===== src/simd_alu_pkg.sv =====
package simd_alu_pkg;

  // ****************************************************************
  // Operation codes
  // ****************************************************************
  typedef enum logic [7:0] {
    packed_halfword_add = 8'h01,
    packed_byte_add = 8'h02,
    exchange_add_subtract = 8'h04,
    exchange_subtract_add = 8'h08,
    halving_halfword_add = 8'h10,
    halving_byte_add = 8'h20,
    halving_exchange_add_subtract = 8'h40,
    halving_exchange_subtract_add = 8'h80
  } alu_op_t;

  // ****************************************************************
  // Widths and lane layout
  // ****************************************************************
  localparam int unsigned WORD_W = 32;
  localparam int unsigned HALF_W = 16;
  localparam int unsigned BYTE_W = 8;
  localparam int unsigned LANES = 4;
  localparam int unsigned REG_IDX_W = 4;
  localparam logic [3:0] STACK_POINTER_IDX = 4'hD;
  localparam logic [3:0] PROGRAM_COUNTER_IDX = 4'hF;
  localparam logic [31:0] RESULT_RESET = 32'h00000000;
  localparam logic [3:0] FLAGS_RESET = 4'h0;

endpackage : simd_alu_pkg


===== src/simd_alu.sv =====
`timescale 1ns/100ps

module simd_alu (
  input wire logic core_clk,
  input wire logic reset_n,
  input wire logic issue_valid,
  input wire simd_alu_pkg::alu_op_t op,
  input wire logic condition_passed,
  input wire logic [31:0] first_operand,
  input wire logic [31:0] second_operand,
  input wire logic [3:0] first_operand_register,
  input wire logic [3:0] second_operand_register,
  input wire logic dest_given,
  input wire logic [3:0] dest_register,
  output logic write_valid,
  output logic [3:0] write_register,
  output logic [31:0] write_data,
  output logic flags_valid,
  output logic [3:0] greater_equal_flags
);

  // ****************************************************************
  // Lane arithmetic
  // ****************************************************************
  logic [3:0] lane_sub; // Per byte lane: subtract instead of add
  logic [3:0] lane_cin; // Per byte lane: carry into lane
  logic [3:0] lane_cout; // Per byte lane: carry out of lane
  logic [31:0] lane_b; // Second operand, exchanged when asked
  logic [31:0] raw; // Low bits of each lane result
  logic is_half; // Halfword lanes chain byte pairs
  logic is_xchg; // Exchange forms
  logic is_halving; // Halving forms

  // Operation decode and operand exchange
  always_comb begin
    is_xchg = op inside {simd_alu_pkg::exchange_add_subtract,
      simd_alu_pkg::exchange_subtract_add,
      simd_alu_pkg::halving_exchange_add_subtract,
      simd_alu_pkg::halving_exchange_subtract_add};
    is_halving = op inside {simd_alu_pkg::halving_halfword_add,
      simd_alu_pkg::halving_byte_add,
      simd_alu_pkg::halving_exchange_add_subtract,
      simd_alu_pkg::halving_exchange_subtract_add};
    is_half = !(op inside {simd_alu_pkg::packed_byte_add,
      simd_alu_pkg::halving_byte_add});
    // Exchange forms pair first low with second high and back
    lane_b = is_xchg ? {second_operand[15:0], second_operand[31:16]}
                     : second_operand;
    lane_sub = 4'h0;
    if (op inside {simd_alu_pkg::exchange_add_subtract,
        simd_alu_pkg::halving_exchange_add_subtract}) begin
      lane_sub = 4'h3; // Low half subtracts
    end else if (op inside {simd_alu_pkg::exchange_subtract_add,
        simd_alu_pkg::halving_exchange_subtract_add}) begin
      lane_sub = 4'hC; // High half subtracts
    end
  end

  // Byte lanes; odd lanes take carry from even ones only in halfwords
  genvar g;
  generate
    for (g = 0; g < 4; g++) begin : g_lane
      if (g % 2 == 0) begin : g_even
        assign lane_cin[g] = lane_sub[g];
      end else begin : g_odd
        assign lane_cin[g] = is_half ? lane_cout[g-1] : 1'b0;
      end
      lane_adder u_lane (
        .a(first_operand[g*8 +: 8]),
        .b(lane_b[g*8 +: 8]),
        .carry_in(lane_cin[g]),
        .subtract(lane_sub[g]),
        .result(raw[g*8 +: 8]),
        .carry_out(lane_cout[g])
      );
    end
  endgenerate

  // ****************************************************************
  // Result and flags
  // ****************************************************************
  logic [3:0] top_bit; // Ninth or seventeenth bit of each lane result
  logic [31:0] halved; // Each lane shifted right by one
  logic [3:0] lane_ge; // Flag value per byte lane
  logic [31:0] result; // Final data for this operation

  // Top bit: carry for sums, not-borrow inverted gives the sign
  always_comb begin
    for (int i = 0; i < 4; i++) begin
      top_bit[i] = lane_sub[i] ? ~lane_cout[i] : lane_cout[i];
      // Sum reaches the lane range, or difference is non-negative
      // Carry out of an add equals no borrow out of a subtract
      lane_ge[i] = lane_cout[i];
    end
    if (is_half) begin
      // Both flags of a halfword follow its upper byte
      lane_ge = {{2{lane_ge[3]}}, {2{lane_ge[1]}}};
      halved = {top_bit[3], raw[31:17], top_bit[1], raw[15:1]};
    end else begin
      halved = {top_bit[3], raw[31:25], top_bit[2], raw[23:17],
                top_bit[1], raw[15:9], top_bit[0], raw[7:1]};
    end
    result = is_halving ? halved : raw;
  end

  // ****************************************************************
  // Write-back stage
  // ****************************************************************
  logic next_write_valid;
  logic [3:0] next_write_register;
  logic [31:0] next_write_data;
  logic next_flags_valid;
  logic [3:0] next_flags;
  logic commit; // Issued and condition passed

  // Next values; data and register hold unless issued with the condition passed; flags also hold on halving forms
  always_comb begin
    commit = issue_valid && condition_passed;
    next_write_valid = commit;
    next_write_register = write_register;
    next_write_data = write_data;
    next_flags_valid = commit && !is_halving;
    next_flags = greater_equal_flags;
    if (commit) begin
      next_write_data = result;
      // Missing destination falls back to first operand register
      next_write_register = dest_given ? dest_register
                                       : first_operand_register;
      if (!is_halving) begin
        next_flags = lane_ge;
      end
    end
  end

  // Registers only
  always_ff @(posedge core_clk or negedge reset_n) begin
    if (!reset_n) begin
      write_valid <= 1'b0;
      write_register <= 4'h0;
      write_data <= simd_alu_pkg::RESULT_RESET;
      flags_valid <= 1'b0;
      greater_equal_flags <= simd_alu_pkg::FLAGS_RESET;
    end else begin
      write_valid <= next_write_valid;
      write_register <= next_write_register;
      write_data <= next_write_data;
      flags_valid <= next_flags_valid;
      greater_equal_flags <= next_flags;
    end
  end

  // ****************************************************************
  // Checks
  // ****************************************************************
  halfword_sum_a: assert property (
    @(posedge core_clk) disable iff (!reset_n)
    issue_valid && condition_passed && op == simd_alu_pkg::packed_halfword_add
    |=> write_data[15:0] == 16'($past(first_operand[15:0])
      + $past(second_operand[15:0])))
    else $error("halfword add low lane wrong");
  byte_sum_a: assert property (
    @(posedge core_clk) disable iff (!reset_n)
    issue_valid && condition_passed && op == simd_alu_pkg::packed_byte_add
    |=> write_data[15:8] == 8'($past(first_operand[15:8])
      + $past(second_operand[15:8])))
    else $error("byte add lane one wrong");
  dest_default_a: assert property (
    @(posedge core_clk) disable iff (!reset_n)
    issue_valid && condition_passed && !dest_given
    |=> write_valid && write_register == $past(first_operand_register))
    else $error("default destination wrong");
  add_flags_a: assert property (
    @(posedge core_clk) disable iff (!reset_n)
    issue_valid && condition_passed && op == simd_alu_pkg::packed_halfword_add
    |=> greater_equal_flags[1:0] == (({1'b0, $past(first_operand[15:0])}
      + {1'b0, $past(second_operand[15:0])}) >= 17'h10000 ? 2'h3 : 2'h0))
    else $error("halfword flags wrong");
  xchg_high_a: assert property (
    @(posedge core_clk) disable iff (!reset_n)
    issue_valid && condition_passed
    && op == simd_alu_pkg::exchange_add_subtract
    |=> write_data[31:16] == 16'($past(first_operand[31:16])
      + $past(second_operand[15:0])))
    else $error("add-subtract high lane wrong");
  xchg_flags_a: assert property (
    @(posedge core_clk) disable iff (!reset_n)
    issue_valid && condition_passed
    && op == simd_alu_pkg::exchange_subtract_add
    |=> greater_equal_flags[3:2] == ($past(first_operand[31:16])
      >= $past(second_operand[15:0]) ? 2'h3 : 2'h0))
    else $error("subtract-add flags wrong");
  halving_flags_a: assert property (
    @(posedge core_clk) disable iff (!reset_n)
    issue_valid && is_halving |=> $stable(greater_equal_flags) && !flags_valid)
    else $error("halving changed flags");
  halving_sign_a: assert property (
    @(posedge core_clk) disable iff (!reset_n)
    issue_valid && condition_passed
    && op == simd_alu_pkg::halving_exchange_subtract_add
    |=> write_data[31] == ($past(first_operand[31:16])
      < $past(second_operand[15:0])))
    else $error("halved difference sign wrong");
  cond_fail_a: assert property (
    @(posedge core_clk) disable iff (!reset_n)
    !(issue_valid && condition_passed) |=> !write_valid
    && $stable(write_data) && $stable(greater_equal_flags))
    else $error("state changed on failed condition");
  // Halved sums keep their carry as the top bit of each lane
  halving_half_a: assert property (
    @(posedge core_clk) disable iff (!reset_n)
    issue_valid && condition_passed && op == simd_alu_pkg::halving_halfword_add
    |=> write_data[31:16] == 16'(({1'b0, $past(first_operand[31:16])}
      + {1'b0, $past(second_operand[31:16])}) >> 1))
    else $error("halving halfword high lane wrong");
  halving_byte_a: assert property (
    @(posedge core_clk) disable iff (!reset_n)
    issue_valid && condition_passed && op == simd_alu_pkg::halving_byte_add
    |=> write_data[7:0] == 8'(({1'b0, $past(first_operand[7:0])}
      + {1'b0, $past(second_operand[7:0])}) >> 1))
    else $error("halving byte low lane wrong");
  // A 17-bit difference wraps, so its shift keeps the sign on top
  halving_diff_a: assert property (
    @(posedge core_clk) disable iff (!reset_n)
    issue_valid && condition_passed
    && op == simd_alu_pkg::halving_exchange_add_subtract
    |=> write_data[15:0] == 16'(({1'b0, $past(first_operand[15:0])}
      - {1'b0, $past(second_operand[31:16])}) >> 1))
    else $error("halving difference low lane wrong");

endmodule : simd_alu


===== src/lane_adder.sv =====
`timescale 1ns/100ps

// ****************************************************************
// One byte lane: 9-bit add or subtract with carry or borrow out
// ****************************************************************
module lane_adder (
  input wire logic [7:0] a,
  input wire logic [7:0] b,
  input wire logic carry_in,
  input wire logic subtract,
  output logic [7:0] result,
  output logic carry_out
);

  // Subtraction is a plus inverted b with carry in set by the caller
  logic [8:0] full;
  always_comb begin
    full = {1'b0, a} + {1'b0, (subtract ? ~b : b)} + {8'h00, carry_in};
    result = full[7:0];
    carry_out = full[8];
  end

endmodule : lane_adder


===== config.mk =====
export PLATFORM = sky130hd
export DESIGN_NAME = simd_alu
export DESIGN_NICKNAME = d
export VERILOG_FILES = /design/src/simd_alu_pkg.sv /design/src/simd_alu.sv /design/src/lane_adder.sv
export SDC_FILE = /design/constraint.sdc
export NUM_CORES = 1
export LEC_CHECK = 0
export BUFFER_PORTS_ARGS = -buffer_cell sky130_fd_sc_hd__buf_2
export CAP_MARGIN = 20
export CORE_ASPECT_RATIO = 0.5
export CORE_MARGIN = 8
export CORE_UTILIZATION = 54
export CTS_BUF_LIST = sky130_fd_sc_hd__clkbuf_2 sky130_fd_sc_hd__clkbuf_4 sky130_fd_sc_hd__clkbuf_8
export DETAILED_ROUTE_END_ITERATION = 7
export GPL_TIMING_DRIVEN = 0
export PLACE_DENSITY = 0.84
export SYNTH_ARGS = -nofsm -noshare
export SYNTH_HDL_FRONTEND = slang
export SYNTH_SLANG_ARGS = --single-unit

===== constraint.sdc =====
create_clock -name core_clk -period 0.9 [get_ports core_clk]
set_input_delay 0.135 -clock core_clk [delete_from_list [all_inputs] [get_ports core_clk]]
set_output_delay 0.135 -clock core_clk [all_outputs]
set_load 0.03 [all_outputs]

=== Yosys cells after proc, flatten, opt, wreduce, memory -nomap -nowiden ===
Index checks and enable logic that the tools add are counted.

* Word-level logic and storage cells: 55
* Register bits after elaboration: 42
* Output and inout port bits: 42
* Input bits: 89

* Reduce and logical (&&, ||, !) cells: 9
* Add/subtract/negate cells: 8
* Equality and inequality tests: 7
* Bitwise logic cells: 9
* Mux-type cells: 17

{| class="wikitable"
|+ Operators by type and width
! operator !! number
|-
| $mux 32 || 2
|-
| $add 8x8->9 || 4
|-
| $add 9x1->9 || 4
|-
| $mux 8 || 4
|-
| $not 8->8 || 4
|-
| $mux 24 || 1
|-
| $mux 4 || 3
|-
| $eq 8x2->1 const B || 1
|-
| $eq 8x3->1 const B || 1
|-
| $eq 8x4->1 const B || 1
|-
| $eq 8x5->1 const B || 1
|-
| $eq 8x6->1 const B || 1
|-
| $eq 8x7->1 const B || 1
|-
| $eq 8x8->1 const B || 1
|-
| $reduce_bool 4->1 || 2
|-
| $mux 1 || 6
|-
| $reduce_bool 2->1 || 3
|-
| $not 1->1 || 5
|-
| $mux 3 || 1
|-
| $logic_and 1x1->1 || 2
|-
| $reduce_and 2->1 || 1
|-
| $logic_not 1->1 || 1
|}

=== Logic depth before layout (Yosys ltp) ===
* Depth after elaboration: 13
* Gate-level depth with buffers: 24

=== Modules after synthesis ===
A second synthesis with hierarchy kept.

* Cells, all modules: 472
* Area total of the unflattened synthesis: 4399.2 µm²

{| class="wikitable"
|+ Modules (own cells, without submodules)
! module !! area each (µm²) !! cells each !! times used
|-
| simd_alu || 2727.6 || 260 || 1
|-
| lane_adder || 417.9 || 53 || 4
|}

=== Worst setup path before layout ===
OpenSTA, ideal clock, no wires.

* Path kind: input to register
* Start point: in op[0]
* End point: reg write_data[15]
* Cell stages on the path: 21
* Library setup time: 0.126 ns
* Data arrival time: 4.899 ns
* Required time: 0.774 ns
* Setup slack: -4.125 ns
* Cells stage by stage: or4_4 nor4_4 buf_2 buf_2 o32ai_1 fa_1 a21o_1 a21oi_1 o21ai_0 a21o_1 a21oi_1 nor2_1 fa_1 fa_1 a21o_1 a21oi_1 o21bai_1 a2111oi_0 or3_1 mux2i_1 nand3_1

* Word-level cells in the longest chain between the ends: 13

{| class="wikitable"
|+ Ends and longest elaborated chain
! item !! RTL line !! RTL
|-
| from (decl) || simd_alu.sv:7 || <nowiki>input wire simd_alu_pkg::alu_op_t op,</nowiki>
|-
| $eq 8x3->1, or another cell as far along || simd_alu.sv:36, simd_alu.sv:50 ||
|-
| $reduce_bool 4->1 || simd_alu.sv:36 || <nowiki>is_xchg = op inside {simd_alu_pkg::exchange_add_subtract,</nowiki>
|-
| $mux 32 || simd_alu.sv:47 || <nowiki>lane_b = is_xchg ? {second_operand[15:0], second_operand[31:16]}</nowiki>
|-
| $not 8->8 || lane_adder.sv:18 || <nowiki>full = {1'b0, a} + {1'b0, (subtract ? ~b : b)} + {8'h00, carry_in};</nowiki>
|-
| $mux 8 || lane_adder.sv:18 ||
|-
| $add 8x8->9 || lane_adder.sv:18 ||
|-
| $add 9x1->9 || lane_adder.sv:18 ||
|-
| $mux 1 || simd_alu.sv:66 || <nowiki>assign lane_cin[g] = is_half ? lane_cout[g-1] : 1'b0;</nowiki>
|-
| $add 9x1->9 || lane_adder.sv:18 ||
|-
| $not 1->1 || simd_alu.sv:90 || <nowiki>top_bit[i] = lane_sub[i] ? ~lane_cout[i] : lane_cout[i];</nowiki>
|-
| $mux 1 || simd_alu.sv:90 ||
|-
| $mux 24 || simd_alu.sv:95 || <nowiki>if (is_half) begin</nowiki>
|-
| $mux 32 * || simd_alu.sv:103 || <nowiki>result = is_halving ? halved : raw;</nowiki>
|-
| to (signal assigned) || simd_alu.sv:140 || <nowiki>write_data <= simd_alu_pkg::RESULT_RESET;</nowiki>
|-
| to (signal assigned) || simd_alu.sv:146 || <nowiki>write_data <= next_write_data;</nowiki>
|-
| to (decl) || simd_alu.sv:17 || <nowiki>output logic [31:0] write_data,</nowiki>
|}

Every way passes the cells marked *; elsewhere a longest branch is shown, timed or not.
A chain may end at the register's enable or synchronous reset.

=== Worst setup path after layout ===
* Start point: in op[4]
* End point: reg write_data[15]

The elaborated chain is that of the path after synthesis.

==> qor.txt <==
Path length in cells of the critical path - 22
Count of buffering cells on the critical path with inverters included - 3
Capturing element of the worst setup path - write_data[15]$_DFFE_PN0P_
Die outline width - 140 um
Count of port buffers added during placement - 123
Cell chosen for the clock root - clkbuf_8
Clock skew - 0 ps
Reg-to-Reg Start - write_data[23]$_DFFE_PN0P_
Cell at the slowest stage of the critical path - or4_4
Wirelength, routed - 18000 um
Ports placed on the boundary - 131
Net Switching - 4.15 mW
Sequential standard cell area - 0.00105 mm^2
Number of antenna violations at the first check in global routing - 0
Worst slack on hold paths - -18.5 ps
Height of the die - 77.9 um
R2r endpoint - write_data[23]$_DFFE_PN0P_
Worst path setup slack after routing - -3820 ps
Drc violations - 0
Maximum root-to-sink buffer count - 2
Critical Path Sink Type - register
Gr ovfl total - 0
Post-DR vias/cell - 6.65
Fin. max-slew vios - 0
Worst hold-check path type - in2async
Count of final hold-check violations - 42
Drt pass-1 iters - 6
Total number of clock tree sinks - 42
Part of the total power dissipated in combinational logic - 59.3%
Top_reg_cell synth - dfrtp_1
Worst R2R Setup Slack - -80 ps
Reg power frac - 26.9%
Count of yosys warnings during synthesis - 0
Post-synth net total - 634
Cells after Synth - 511
RSZ-0062 raised after global routing - true
Area share of the largest cell type after synthesis - 25.4%
Run status - complete, but fails checks
Synthesized area per cell - 8.10 um^2
P&R area growth vs syn - 53.2%
Yosys reg bits - 42
Summed instance area of the synthesized netlist - 0.00414 mm^2
Critical path class - in2reg
Max-cap violations - 0
Peak clock frequency supported by timing - 212 MHz
Leakage component of the power - 2.90 nW
GP Congestion - 0.944
CTS tree - done
Worst slew margin relative to its limit - 28.3%
Violated checks - negative hold slack, negative setup slack
Total Die Area - 0.0109 mm^2
Switching Share - 42.6%
Sequential-to-total area share from yosys stat - 25.4%
Register clock-pin slew on the reported worst setup and hold paths - 90 ps
Drt initial violations - 765
Worst reg-to-reg path cell count - 3
Shortest period the worst path allows - 4720 ps
Final critical-path share of the clock period - 524%
Cell types occupying the most area after synthesis - dfrtp_1 (25%), ha_1 (8.5%), nand2_1 (7.1%)
Via Count - 5322
Startpoint of the worst setup timing path - op[4]
Critical Path, Cell by Cell - buf_12 -> or4_4 -> nor4_4 -> buf_6 -> buf_8 -> o32ai_4 -> fa_2 -> a21o_1 -> a21oi_2 -> o21ai_2 -> a21o_1 -> a21oi_2 -> nor2_2 -> fa_2 -> fa_2 -> a21o_1 -> a21oi_2 -> o21bai_1 -> a2111oi_2 -> or3_4 -> mux2i_2 -> nand3_1
Antenna diode instance count - 0
Tightest Pin Transition - 1070 ps
Number of buffers inserted during clock tree synthesis - 5
Initial core utilization - 56.1%
Global-route wire length before repair - 23900 um
Distinct cell type count of the synthesized netlist - 62
Setup TNS - -104620 ps
Clock power frac - 13.8%
Via count of the first global-routing pass - 4908
Site Rows - 22
Highest fanout seen on the critical path - 7
Synth cell count leaders - nand2_1 (78), nor2_1 (62), a21oi_1 (45)
Internal power - 5.59 mW
Combined area of the multi-input logic cells - 0.00341 mm^2
HPWL after DPL - 10500 um
Largest incremental delay on the critical path - 560 ps
CP arrival - 4910 ps
Share of layout cells above drive strength 1 - 45.9%
Most common cell in the synthesized netlist - nand2_1
Peak supply drop - 933 uV
Filler cells - 381
Top Family by Delay on Critical Path - compound AO/OA/AOI/OAI gates
Final antenna-violating net count - 0
Clock Latency Late Sink - 300 ps
Average routed wire per standard cell - 22.5 um
Share of flip-flops with an asynchronous set or reset - 100%
Final net count - 826
Count of flip-flops with a built-in enable after synthesis - 0
Global router's overall resource usage - 26.8%
Final setup viols - 80
H-tree lvl count - 2
Largest net degree at the start of global routing - 43
Cell Pwr Density - 1530 mW/mm^2
Required time reported for the critical path endpoint - 1100 ps
Area of the core - 0.00738 mm^2
Largest area contributor in the netlist - dfrtp_1
Category of the worst setup path launch point - input port
how the worst min path moves through the flow:
stage          startpoint  slack, ps                         end  cells past startpoint
2_1_floorplan     reset_n       -160       flags_valid$_DFF_PN0_                      0
3_3_place_gp      reset_n        320  write_data[17]$_DFFE_PN0P_                      1
3_5_place_dp      reset_n        330  write_data[16]$_DFFE_PN0P_                      1
4_1_cts           reset_n          1   write_data[7]$_DFFE_PN0P_                      1
5_1_grt           reset_n         50   write_data[8]$_DFFE_PN0P_                      1
6_report          reset_n        -20   write_data[8]$_DFFE_PN0P_                      1
what timing repair did:
| action | in CTS | in global routing |
|---|---|---|
| hold buffers | 0 | 0 |
| setup endpoints to repair | 82 | 83 |
| setup buffers | 49 | 23 |
| pin swaps | 52 | 58 |
| gates resized for setup | 160 | 52 |
kinds of logic after synthesis:
family	Yosys count	share of synthesized area, %
and+or+nand+nor	190	21.1
AOI/OAI and AO/OA	164	28.2
DFF	42	25.4
buffers and inverters	38	4.02
adders and majority gates	34	11.4
xor gates and xnor gates	28	6.11
muxes	15	3.78
registers in the layout, indices dropped and copies added, names as in the netlist:
register,count
greater_equal_flags,4
flags_valid,1
write_register,4
write_valid,1
write_data,32
power groups by stage:
stage	Sequential [mW]	Combinational, mW	Clock [mW]
2_1_floorplan	3.33	1.90	0
3_3_place_gp	2.52	3.81	0
3_5_place_dp	2.53	3.89	0
4_1_cts	2.58	5.00	1.32
5_1_grt	2.63	6.05	1.39
6_report	2.62	5.77	1.34
placed cells by master, fill, tap and decap left out, drive strengths merged, types with 11 or more instances in the layout:
master,count
nor2,63
ha,28
nor3,12
buf,199
o32ai,15
o21ai,33
o221a,15
mux2i,13
xnor2,19
nand2,78
a21oi,46
clkbuf,20
dfrtp,42
a21o,11
cell type report:
type	count	share of cell area, %
Buffer	25	2.74
Clock buffer	6	1.30
Clock inverter	2	0.197
Inverter	10	0.631
Multi-Input combinational cell	431	53.8
Sequential cell	42	16.6
Tap cell	96	1.89
Timing Repair Buffer	188	22.9
worst reg2reg max path, cell delays in order, from the launching register on:
cell and delay (ps):
dfrtp_1 400, buf_4 150, o221ai_2 200, o21ai_1 110
per-layer routing:
metal  part of all wire [%]  vias up  wire length [um]  global-route usage (%)
li1                       -     2255                 -                       -
met1                     34     2426              6050                    28.8
met2                     47      471              8390                    49.0
met3                     12      170              2200                    7.45
met4                    7.4        0              1320                    12.2
met5                      0        -                 0                       0
stage by stage:
step	util (%)	total power, mW	setup WS [ps]	std cells	instance area, um^2
finish	86.0	9.73	-3820	800	6340
detailed placement	67.5	6.42	-4760	730	4980
global placement	67.5	6.33	-4660	730	4980
floorplan	-	5.23	-3760	511	4250
CTS	81.2	8.91	-3910	781	5990
global route	86.0	10.1	-3990	800	6340
Power figures use the tool's default switching activity.
